--- config.mk ---
export PLATFORM = sky130hd
export DESIGN_NAME = sfa_fault_action
export DESIGN_NICKNAME = d
export VERILOG_FILES = /design/src/core/sfa_pkg.sv /design/src/core/sfa_excursion_filter.sv /design/src/core/sfa_fault_action.sv
export SDC_FILE = /design/constraint.sdc
export NUM_CORES = 1
export LEC_CHECK = 0
export BUFFER_PORTS_ARGS = -buffer_cell sky130_fd_sc_hd__buf_2
export CAP_MARGIN = 5
export CORE_ASPECT_RATIO = 1.2
export CORE_MARGIN = 1.5
export CORE_UTILIZATION = 35
export CTS_CLUSTER_DIAMETER = 50
export CTS_CLUSTER_SIZE = 30
export DETAILED_ROUTE_END_ITERATION = 10
export HOLD_SLACK_MARGIN = 0.08
export SLEW_MARGIN = 0
export SYNTH_ARGS = -nofsm -noshare
export SYNTH_HDL_FRONTEND = slang
export SYNTH_HIERARCHICAL = 1
export SYNTH_SLANG_ARGS = --single-unit
--- constraint.sdc ---
create_clock -name clock -period 3.53 [get_ports clock]
set_input_delay 0.1765 -clock clock [delete_from_list [all_inputs] [get_ports clock]]
set_output_delay 0.1765 -clock clock [all_outputs]
set_load 0.02 [all_outputs]
--- src/core/sfa_pkg.sv ---
// constants and types shared by the supply fault action block
package sfa_pkg;
	// command code of the fault action word
	localparam logic [7:0] CFG_OFFSET = 8'hd9;
	localparam logic [31:0] CFG_RESET = 32'h0000_0000;
	// writable positions; everything else reads as zero
	localparam logic [31:0] CFG_WMASK = 32'h0707_f7ff;
	// field positions
	localparam int OBEY_LSB = 24;
	localparam int DRIVE_LSB = 16;
	localparam int LOG_BIT = 15;
	localparam int SCOPE_BIT = 14;
	localparam int FILT_LSB = 12;
	localparam int ALARM_LSB = 8;
	localparam int OT_LSB = 6;
	localparam int PUT_LSB = 4;
	localparam int UV_LSB = 2;
	localparam int OVOC_LSB = 0;
	// two-bit action codes
	localparam logic [1:0] ACT_NONE = 2'h0;
	localparam logic [1:0] ACT_LATCH = 2'h1;
	localparam logic [1:0] ACT_RETRY = 2'h2;
	localparam logic [1:0] ACT_CONT = 2'h3;
	// event index inside status, log and code vectors
	localparam int EV_OVOC = 0;
	localparam int EV_UV = 1;
	localparam int EV_PUT = 2;
	localparam int EV_OT = 3;
	localparam int NUM_EV = 4;
	// pages from here up ignore the power-up timeout code
	localparam int HIGH_PAGE_FIRST = 12;
	localparam int NUM_LINES = 3;
	// timing
	localparam int CLK_PERIOD_NS = 5;
	localparam int MS_NS = 1000000;
	localparam int MS_CYCLES = MS_NS / CLK_PERIOD_NS;
	// channel action state, one-hot
	typedef enum logic [2:0] {
		SFA_RUN = 3'b001,
		SFA_RETRY = 3'b010,
		SFA_LATCH = 3'b100
	} sfa_state_t;
endpackage : sfa_pkg

--- src/core/sfa_excursion_filter.sv ---
// excursion persistence filter, counts whole millisecond ticks
`timescale 1ns/10ps
`default_nettype none
module sfa_excursion_filter (
	input wire logic clock,
	input wire logic rst,
	input wire logic ms_tick,
	input wire logic [1:0] filt_code,
	input wire logic excursion,
	output logic declared
);
	typedef struct packed {
		logic [2:0] cnt;
		logic decl;
	} sfa_filt_t;
	sfa_filt_t q, d;

	// restart on any break; the first tick may be partial, so the
	// declared time lands between n-1 and n milliseconds
	always_comb begin
		d = q;
		if (!excursion) begin
			d.cnt = 3'h0;
			d.decl = 1'b0;
		end else if (filt_code == 2'h0) begin
			d.decl = 1'b1;
		end else if (!q.decl && ms_tick) begin
			d.cnt = q.cnt + 3'h1;
			if (d.cnt >= {1'b0, filt_code} + 3'h1) begin
				d.decl = 1'b1;
			end
		end
	end

	always_ff @(posedge clock) begin
		if (rst) begin
			q <= '0;
		end else begin
			q <= d;
		end
	end

	assign declared = q.decl;

	a_break_clears: assert property (@(posedge clock) disable iff (rst)
		!excursion |=> !declared) else $error("filter kept fault after break");
	a_immediate_code: assert property (@(posedge clock) disable iff (rst)
		excursion && filt_code == 2'h0 |=> declared) else $error("immediate code delayed");
	a_no_early_decl: assert property (@(posedge clock) disable iff (rst)
		$rose(declared) && $past(filt_code) != 2'h0 |-> $past(ms_tick))
		else $error("filtered fault declared off tick");
endmodule : sfa_excursion_filter
`default_nettype wire

--- src/core/sfa_fault_action.sv ---
// per-page fault action logic driven by the fault action word
// Operation
// - reserved bits 31:27, 23:19 and 11 always read zero
// - bits 26:24 enable obeying shared fault lines 2..0
// - bits 18:16 permit driving shared fault lines 2..0
// - bit 15 enables writing qualifying faults to persistent log
// - bit 14 picks local or shared scope
// - bits 13:12 pick persistence: immediate, 2, 3 or 4 ms
// - temperature and sequencing faults bypass the persistence filter
// - bits 10:8 pick alarm source; codes 3, 5 and 7 include warnings
// - action codes at 7:6 temp, 5:4 timeout, 3:2 under, 1:0 over
// - lowest code acts on overvoltage or overcurrent per measurement mode
// - current channels ignore undervoltage and power-up timeout codes
// - pages 12 to 15 ignore the power-up timeout code
// - enabled temperature sensor faults are ORed into one fault
// - code 11 sets status, logs if enabled, keeps running
// - retry drives lines, waits delay, releases only when fault-free
// - undervoltage does not count against fault-free for retry release
// - latch off drives permitted lines, sets status, logs if enabled
// - code 00 only sets status, no shutdown and no log
// - alert asserts when enabled and a status bit newly sets
// - status bits latch once any fault that is not ignored occurs, whatever its code
// - code 01 is latch off, code 10 is retry
// - shared channel holds supply off while an obeyed line asserts
`timescale 1ns/10ps
`default_nettype none
module sfa_fault_action #(
	parameter int PAGE = 0,
	parameter int NUM_TEMP = 5,
	parameter int MS_CYCLES = sfa_pkg::MS_CYCLES
) (
	input wire logic clock,
	input wire logic rst,
	input wire logic cfg_wr,
	input wire logic [7:0] cfg_cmd,
	input wire logic [31:0] cfg_wr_data,
	output logic [31:0] cfg_rd_data,
	input wire logic measure_current,
	input wire logic over_excursion,
	input wire logic over_warn_excursion,
	input wire logic under_excursion,
	input wire logic under_warn_excursion,
	input wire logic powerup_timeout,
	input wire logic [NUM_TEMP-1:0] temp_fault,
	input wire logic [NUM_TEMP-1:0] temp_sensor_en,
	input wire logic [15:0] restart_delay_ms,
	input wire logic master_on,
	input wire logic clear_faults,
	input wire logic alert_en,
	input wire logic [2:0] shared_fault_line_in,
	output logic [2:0] shared_fault_line_out,
	output logic [2:0] shared_fault_line_oe,
	output logic supply_enable_out,
	output logic [3:0] fault_status,
	output logic alert_out,
	output logic log_req,
	output logic [3:0] log_kind,
	output logic alarm_out
);
	typedef struct packed {
		logic [31:0] cfg;
		logic [2:0] line_s1;
		logic [2:0] line_s2;
		logic [31:0] div;
		logic tick;
		sfa_pkg::sfa_state_t state;
		logic [15:0] retry_cnt;
		logic [2:0] drive;
		logic [3:0] status;
		logic [3:0] logged;
		logic [3:0] prev;
		logic master_prev;
		logic alert;
		logic log_req;
		logic [3:0] log_kind;
		logic alarm;
		logic supply_en;
	} sfa_main_t;
	sfa_main_t q, d;

	logic ovoc_decl;
	logic ovoc_warn_decl;
	logic uv_decl;
	logic uv_warn_decl;
	logic ot_now;
	logic [3:0] present;
	logic [3:0] ignored;
	logic [7:0] codes;
	logic [3:0] acting;
	logic global_scope;
	logic [2:0] obeyed;
	logic [2:0] permit;
	logic line_hold;

	// config field views
	assign global_scope = q.cfg[sfa_pkg::SCOPE_BIT];
	assign obeyed = q.cfg[sfa_pkg::OBEY_LSB +: 3];
	assign permit = q.cfg[sfa_pkg::DRIVE_LSB +: 3];
	// codes packed in event order: over, under, timeout, temperature
	assign codes = {q.cfg[sfa_pkg::OT_LSB +: 2], q.cfg[sfa_pkg::PUT_LSB +: 2],
		q.cfg[sfa_pkg::UV_LSB +: 2], q.cfg[sfa_pkg::OVOC_LSB +: 2]};

	// one filter per voltage/current excursion; caller presents the
	// over input as voltage or current per the measurement mode
	sfa_excursion_filter u_filt_over (
		.clock(clock),
		.rst(rst),
		.ms_tick(q.tick),
		.filt_code(q.cfg[sfa_pkg::FILT_LSB +: 2]),
		.excursion(over_excursion),
		.declared(ovoc_decl)
	);
	sfa_excursion_filter u_filt_over_warn (
		.clock(clock),
		.rst(rst),
		.ms_tick(q.tick),
		.filt_code(q.cfg[sfa_pkg::FILT_LSB +: 2]),
		.excursion(over_warn_excursion),
		.declared(ovoc_warn_decl)
	);
	sfa_excursion_filter u_filt_under (
		.clock(clock),
		.rst(rst),
		.ms_tick(q.tick),
		.filt_code(q.cfg[sfa_pkg::FILT_LSB +: 2]),
		.excursion(under_excursion),
		.declared(uv_decl)
	);
	sfa_excursion_filter u_filt_under_warn (
		.clock(clock),
		.rst(rst),
		.ms_tick(q.tick),
		.filt_code(q.cfg[sfa_pkg::FILT_LSB +: 2]),
		.excursion(under_warn_excursion),
		.declared(uv_warn_decl)
	);

	// temperature and timeout go straight through, unfiltered
	assign ot_now = |(temp_fault & temp_sensor_en);
	always_comb begin
		present = '0;
		present[sfa_pkg::EV_OVOC] = ovoc_decl;
		present[sfa_pkg::EV_UV] = uv_decl;
		present[sfa_pkg::EV_PUT] = powerup_timeout;
		present[sfa_pkg::EV_OT] = ot_now;
	end

	// codes disregarded by mode or page act as if nothing happened
	always_comb begin
		ignored = '0;
		ignored[sfa_pkg::EV_UV] = measure_current;
		ignored[sfa_pkg::EV_PUT] = measure_current || (PAGE >= sfa_pkg::HIGH_PAGE_FIRST);
	end

	// faults whose code takes the supply down
	always_comb begin
		acting = '0;
		for (int i = 0; i < sfa_pkg::NUM_EV; i++) begin
			acting[i] = present[i] && !ignored[i]
				&& (codes[2*i +: 2] == sfa_pkg::ACT_LATCH
				|| codes[2*i +: 2] == sfa_pkg::ACT_RETRY);
		end
	end

	// only shared-scope channels obey the lines; pins are active low
	assign line_hold = global_scope && |(obeyed & ~q.line_s2);

	always_comb begin
		d = q;
		d.log_req = 1'b0;
		d.log_kind = '0;
		// register write; reserved positions never store
		if (cfg_wr && cfg_cmd == sfa_pkg::CFG_OFFSET) begin
			d.cfg = cfg_wr_data & sfa_pkg::CFG_WMASK;
		end
		// pin synchroniser, second stage is the only reader of the first
		d.line_s1 = shared_fault_line_in;
		d.line_s2 = q.line_s1;
		// millisecond enable
		d.tick = 1'b0;
		if (q.div >= 32'(MS_CYCLES - 1)) begin
			d.div = '0;
			d.tick = 1'b1;
		end else begin
			d.div = q.div + 32'h1;
		end
		d.prev = present;
		d.master_prev = master_on;
		// clear first so that a same-cycle new fault wins
		if (clear_faults) begin
			d.status = '0;
			d.logged = '0;
			d.alert = 1'b0;
		end
		// new fault events
		for (int i = 0; i < sfa_pkg::NUM_EV; i++) begin
			if (present[i] && !q.prev[i] && !ignored[i]) begin
				d.status[i] = 1'b1;
				if (!q.status[i] && alert_en) begin
					d.alert = 1'b1;
				end
				// code 00 never logs; repeats wait for a clear
				if (codes[2*i +: 2] != sfa_pkg::ACT_NONE && q.cfg[sfa_pkg::LOG_BIT]
					&& !q.logged[i]) begin
					d.log_req = 1'b1;
					d.log_kind[i] = 1'b1;
					d.logged[i] = 1'b1;
				end
				case (codes[2*i +: 2])
					sfa_pkg::ACT_LATCH: begin
						d.state = sfa_pkg::SFA_LATCH;
						if (global_scope) begin
							d.drive = d.drive | permit;
						end
					end
					sfa_pkg::ACT_RETRY: begin
						if (d.state != sfa_pkg::SFA_LATCH) begin
							d.state = sfa_pkg::SFA_RETRY;
							d.retry_cnt = '0;
						end
						if (global_scope) begin
							d.drive = d.drive | permit;
						end
					end
					default: begin
						// 00 and 11 keep running
					end
				endcase
			end
		end
		// retry wait and release
		case (q.state)
			sfa_pkg::SFA_RUN: begin
			end
			sfa_pkg::SFA_RETRY: begin
				if (d.state == sfa_pkg::SFA_RETRY && q.tick && q.retry_cnt != 16'hffff) begin
					d.retry_cnt = q.retry_cnt + 16'h1;
				end
				// undervoltage is left out of the fault-free test
				if (d.state == sfa_pkg::SFA_RETRY && q.retry_cnt >= restart_delay_ms
					&& !(acting[sfa_pkg::EV_OVOC] || acting[sfa_pkg::EV_PUT]
					|| acting[sfa_pkg::EV_OT])) begin
					d.state = sfa_pkg::SFA_RUN;
					d.drive = '0;
				end
			end
			sfa_pkg::SFA_LATCH: begin
			end
			default: begin
				d.state = sfa_pkg::SFA_RUN;
			end
		endcase
		// master power off ends a latch or a pending retry
		if (!master_on && q.master_prev) begin
			d.state = sfa_pkg::SFA_RUN;
			d.drive = '0;
		end
		// mask with the word as it will stand, so a rewrite that drops a
		// permit or leaves shared scope lets go of the line on that edge
		d.drive = d.drive & d.cfg[sfa_pkg::DRIVE_LSB +: 3]
			& {3{d.cfg[sfa_pkg::SCOPE_BIT]}};
		d.supply_en = master_on && d.state == sfa_pkg::SFA_RUN && !line_hold
			&& !(|acting);
		// alarm source select, codes 3, 5 and 7 include warnings
		case (q.cfg[sfa_pkg::ALARM_LSB +: 3])
			3'h1: d.alarm = q.status[sfa_pkg::EV_PUT];
			3'h2: d.alarm = uv_decl;
			3'h3: d.alarm = uv_decl || uv_warn_decl;
			3'h4: d.alarm = ovoc_decl;
			3'h5: d.alarm = ovoc_decl || ovoc_warn_decl;
			3'h6: d.alarm = uv_decl || ovoc_decl;
			3'h7: d.alarm = uv_decl || ovoc_decl || uv_warn_decl || ovoc_warn_decl;
			default: d.alarm = 1'b0;
		endcase
	end

	always_ff @(posedge clock) begin
		if (rst) begin
			q <= '0;
			q.cfg <= sfa_pkg::CFG_RESET;
			q.line_s1 <= 3'h7;
			q.line_s2 <= 3'h7;
			q.state <= sfa_pkg::SFA_RUN;
		end else begin
			q <= d;
		end
	end

	// outputs; pins only ever pull low
	assign cfg_rd_data = q.cfg;
	assign shared_fault_line_out = 3'h0;
	assign shared_fault_line_oe = q.drive;
	assign supply_enable_out = q.supply_en;
	assign fault_status = q.status;
	assign alert_out = q.alert;
	assign log_req = q.log_req;
	assign log_kind = q.log_kind;
	assign alarm_out = q.alarm;

	a_reserved_zero: assert property (@(posedge clock) disable iff (rst)
		(cfg_rd_data & ~sfa_pkg::CFG_WMASK) == 32'h0000_0000)
		else $error("reserved bits read nonzero");
	a_obey_hold: assert property (@(posedge clock) disable iff (rst)
		global_scope && |(obeyed & ~q.line_s2) |=> !supply_enable_out)
		else $error("supply on while obeyed line asserted");
	a_drive_permit: assert property (@(posedge clock) disable iff (rst)
		(shared_fault_line_oe & ~permit) == 3'h0 && (global_scope || shared_fault_line_oe == 3'h0))
		else $error("driving a forbidden line");
	a_status_sticky: assert property (@(posedge clock) disable iff (rst)
		fault_status[sfa_pkg::EV_OVOC] && !clear_faults |=> fault_status[sfa_pkg::EV_OVOC])
		else $error("status bit dropped");
	a_temp_or: assert property (@(posedge clock) disable iff (rst)
		$rose(ot_now) |=> fault_status[sfa_pkg::EV_OT])
		else $error("temperature fault missed");
	a_log_gate: assert property (@(posedge clock) disable iff (rst)
		log_req |-> $past(q.cfg[sfa_pkg::LOG_BIT]))
		else $error("logged with logging off");
	a_none_no_log: assert property (@(posedge clock) disable iff (rst)
		log_req && log_kind[sfa_pkg::EV_OVOC] |-> $past(codes[1:0]) != sfa_pkg::ACT_NONE)
		else $error("code 00 logged");
	a_alert_new: assert property (@(posedge clock) disable iff (rst)
		alert_en && $rose(ovoc_decl) && !fault_status[sfa_pkg::EV_OVOC] |=> alert_out)
		else $error("alert missed on new status");
	a_latch_drives: assert property (@(posedge clock) disable iff (rst)
		$rose(ovoc_decl) && codes[1:0] == sfa_pkg::ACT_LATCH && global_scope && master_on
		|=> shared_fault_line_oe == permit && q.state == sfa_pkg::SFA_LATCH)
		else $error("latch off did not drive lines");
	a_retry_off: assert property (@(posedge clock) disable iff (rst)
		q.state == sfa_pkg::SFA_RETRY |-> !supply_enable_out)
		else $error("supply on during retry wait");

	c_retry_release: cover property (@(posedge clock) disable iff (rst)
		q.state == sfa_pkg::SFA_RETRY ##1 q.state == sfa_pkg::SFA_RUN);
	c_latch: cover property (@(posedge clock) disable iff (rst)
		$rose(q.state == sfa_pkg::SFA_LATCH) && shared_fault_line_oe != 3'h0);
	c_obey: cover property (@(posedge clock) disable iff (rst)
		line_hold && master_on);
	c_log: cover property (@(posedge clock) disable iff (rst) log_req);
	c_release_under: cover property (@(posedge clock) disable iff (rst)
		q.state == sfa_pkg::SFA_RETRY && present[sfa_pkg::EV_UV]
		##1 q.state == sfa_pkg::SFA_RUN);
	// a timeout code that does not apply must leave its status bit alone
	a_put_ignored: assert property (@(posedge clock) disable iff (rst)
		ignored[sfa_pkg::EV_PUT] && !fault_status[sfa_pkg::EV_PUT]
		|=> !fault_status[sfa_pkg::EV_PUT])
		else $error("ignored timeout set status");
endmodule : sfa_fault_action
`default_nettype wire

==> results by group <==
Floorplan
  – Die footprint: 18830 sq um
  – Core Region: 17570 sq um
  – Die Y: 150.0 um
  – Initial Util: 35.87%
  – Placement Rows: 53
  – Die width: 125.5 um
  – I/O Pins: 131

STA
  – Slew Limit Fails: 0
  – Post-route minimum period: 3.141 ns
  – Slew of the pin with the lowest slew margin: 0.7727 ns
  – Setup TNS: 0 ns
  – Setup violations, final: 0
  – Slew HR: 48.35%
  – Final setup margin: 0.3891 ns
  – Fin crit share: 88.98%
  – RSZ-0062 raised after global routing: no
  – Final hold vios: 0
  – Peak Freq: approximately 320 MHz
  – Worst Skew: around 0.0098 ns

Critical path
  – Delay-heaviest family, CP: compound AO/OA/AOI/OAI gates
  – WS Path Type: register to register
  – CP Max Fanout: 22
  – Setup crit start kind: register
  – Crit path cell chain: inv_1 -> ha_1 -> and4bb_1 -> mux2_4 -> o221ai_1 -> o211ai_1 -> a211oi_4 -> and3_4 -> and3_1 -> a221o_1
  – Crit path arrival time: 3.50 ns
  – Worst Setup End Kind: register
  – Data required time at the worst endpoint: 3.89 ns
  – Worst Path Buf+Inv: 1
  – Max incr delay on CP: 0.43 ns
  – R2R Setup Slk: between 0.3 and 0.4 ns
  – Worst path slowest cell: a211oi_4

Placement
  – Detailed placer's ending HPWL: between 9000 and 10000 um
  – Placed insts: 992
  – Place WS: 0.4476 ns
  – Port buffer count: 105
  – Placed Area: between 6000 and 7000 sq um
  – GPL Wtd Cong: 0.7707

Logic synthesis
  – Ys Warns: 6
  – Unique masters post-synth: 70
  – Largest cells by area after synthesis: dfxtp_1 38%, ha_1 11%, buf_4 5.6%, nor2_1 5.1%, mux2i_1 4.8%
  – Mapped Area: ~6300 sq um
  – Synthesized instance count: about 700
  – Post-synth top cells: 119 x dfxtp_1, 85 x nor2_1, 54 x ha_1
  – Register area share after synthesis: between 30% and 40%
  – Main flop type after synthesis: dfxtp_1
  – Cell with the most instances after synthesis: dfxtp_1
  – Ys async rst share: 0%
  – Syn avg cell area: roughly 9.1 sq um
  – EDFF count, synth: 0
  – Leading area contributor after synthesis: dfxtp_1
  – Register bit count reported by yosys: 119
  – Yosys top cell area share: between 30% and 40%

Clock tree
  – Worst skew pair latency: 0.42 ns
  – Reg clk slew, reported paths: 0.05 ns
  – Cts bufs inserted: 17
  – Num Clock Sinks: between 100 and 150
  – Depth of the CTS H-tree: 4
  – Root buf cell: clkbuf_16
  – CTS tree: built
  – Postcts setup bufs: 0
  – Max clock buf depth: 2

Layout
  – Area growth syn-to-layout: 23.03%
  – Fill count: 1702
  – Ant diodes: 0
  – Nets: around 950
  – Register area: 2382 sq um
  – Fin util: between 40 and 50%
  – Layout Cells excl Fill: 1051
  – Area of the multi-input gates: 3413 sq um
  – Layout cells sized above 1: 20.46%
  – Post-route cell area: 7755 sq um

Drt
  – Post-DRT Antenna Nets: 0
  – Wirelength per Cell: around 13 um
  – Via-per-instance ratio: 4.808
  – First-pass DRT Iterations: 4
  – Vias: 5053
  – DRT Wirelength: between 10000 and 15000 um
  – First DRT Iteration DRCs: ~250
  – Residual DRC: 0

Power
  – IR drop worst, VDD: 0.3556 mV
  – Pleak: 3.356 nW
  – Power density over the cells: between 400 and 500 nW/um^2

Hold path
  – Min-Delay Path Class: primary input to register

Global route
  – Antenna violations before repair: 0
  – GRT Util Overall: 14.87%
  – Largest net degree at the start of global routing: 32
  – Vias in the first global route: around 4.6k
  – First-pass GRT wire length: 22270 um
  – GRT overflow: 0

Run
  – MaxCap Viol Count: 0

Run status
  – Status: finished clean
## kinds of logic after synthesis
family | count (synthesis) | share of synthesized area [%]
AND/OR/NAND/NOR | 238 | 20.01
AO/OA/AOI/OAI | 105 | 12.03
buffers and inverters | 113 | 9.766
adder cells (fa/ha/maj) | 54 | 10.72
other | 1 | 0.05949
multiplexers | 32 | 5.181
XOR/XNOR | 32 | 4.446
flip-flops | 119 | 37.79
## through the flow
step / hold WS, ns / power, mW
after floorplan: 0.2803 / 1.503
after global placement: 0.3955 / 1.555
after detailed placement: 0.3945 / 1.557
after CTS: 0.09145 / 3.483
after global routing: 0.1336 / 3.567
final: 0.1031 / 3.444
## worst register-to-register path: cells and delay by family (launching register included)
kind / cells / cell delay, ns
AOI/OAI and AO/OA: 4 / 1.08
and+or+nand+nor: 3 / 0.85
DFF: 1 / 0.37
adders and majority gates: 1 / 0.36
muxes: 1 / 0.35
buffers and inverters: 1 / 0.08
## timing repair
item | 4_1_cts | 5_1_grt
gates resized for setup | 0 | 0
hold buffers | 27 | 0
hold endpoints to repair | 27 | 0
## flip-flops by register name, summed over array words and instances, names as in the netlist, 3 cells and up
name / cells
log_kind: 4
cfg_rd_data: 21
q: 64
shared_fault_line_oe: 3
u_filt_over_warn/q: 3
u_filt_under_warn/q: 3
d: 3
u_filt_over/q: 3
fault_status: 4
u_filt_under/q: 3
## worst paths after layout
path	startpoint	endpoint	cells past startpoint
max	cfg_rd_data[1]	q[37]	10
min	over_warn_excursion	u_filt_over_warn/q[3]	3
max reg2reg	cfg_rd_data[1]	q[37]	10
min reg2reg	d[78]	q[78]	1
## cells in the final DEF (no fill, tap or decap), drive strengths merged, types with 7 or more instances in the layout
master / synthesis / final
buf: 50 / 110
and4bb: 7 / 7
dfxtp: 119 / 119
nor3b: 7 / 7
conb: 1 / 28
nor4: 9 / 9
dlygate4sd3: 0 / 27
or2: 7 / 7
o21ai: 18 / 18
clkbuf: 9 / 23
nand2b: 9 / 9
a21o: 10 / 10
nor2: 85 / 85
and3: 9 / 9
inv: 53 / 53
a21oi: 23 / 23
xor2: 13 / 13
xnor2: 19 / 19
mux2i: 30 / 30
ha: 54 / 54
a211oi: 9 / 9
nand3: 20 / 20
nand2: 41 / 41
nor3: 17 / 17
## layout make-up
type                    count  area share, %
clock buffers              23          6.163
clock inverters             9          2.194
inverters                  54          2.614
multi-input cells         489          44.01
flip-flops and latches    119          30.72
well taps                 220          3.550
repair buffers            137          10.75
## where the power goes
| part | switching, mW | internal [mW] |
|---|---|---|
| Clock | 0.588 | 1.30 |
| Combinational | 0.0899 | 0.0810 |
| Sequential | 0.0141 | 1.37 |
| Total | 0.692 | 2.75 |
## routing by layer
layer / vias to the layer above / GRT usage [%] / part of all wire [%]
li1: 2597 / - / -
met1: 2334 / 18.11 / 46
met2: 105 / 25.35 / 48
met3: 17 / 4.076 / 4.3
met4: 0 / 4.886 / 1.6
met5: - / 0 / 0
Note: power is estimated with default switching activity, not from simulation.
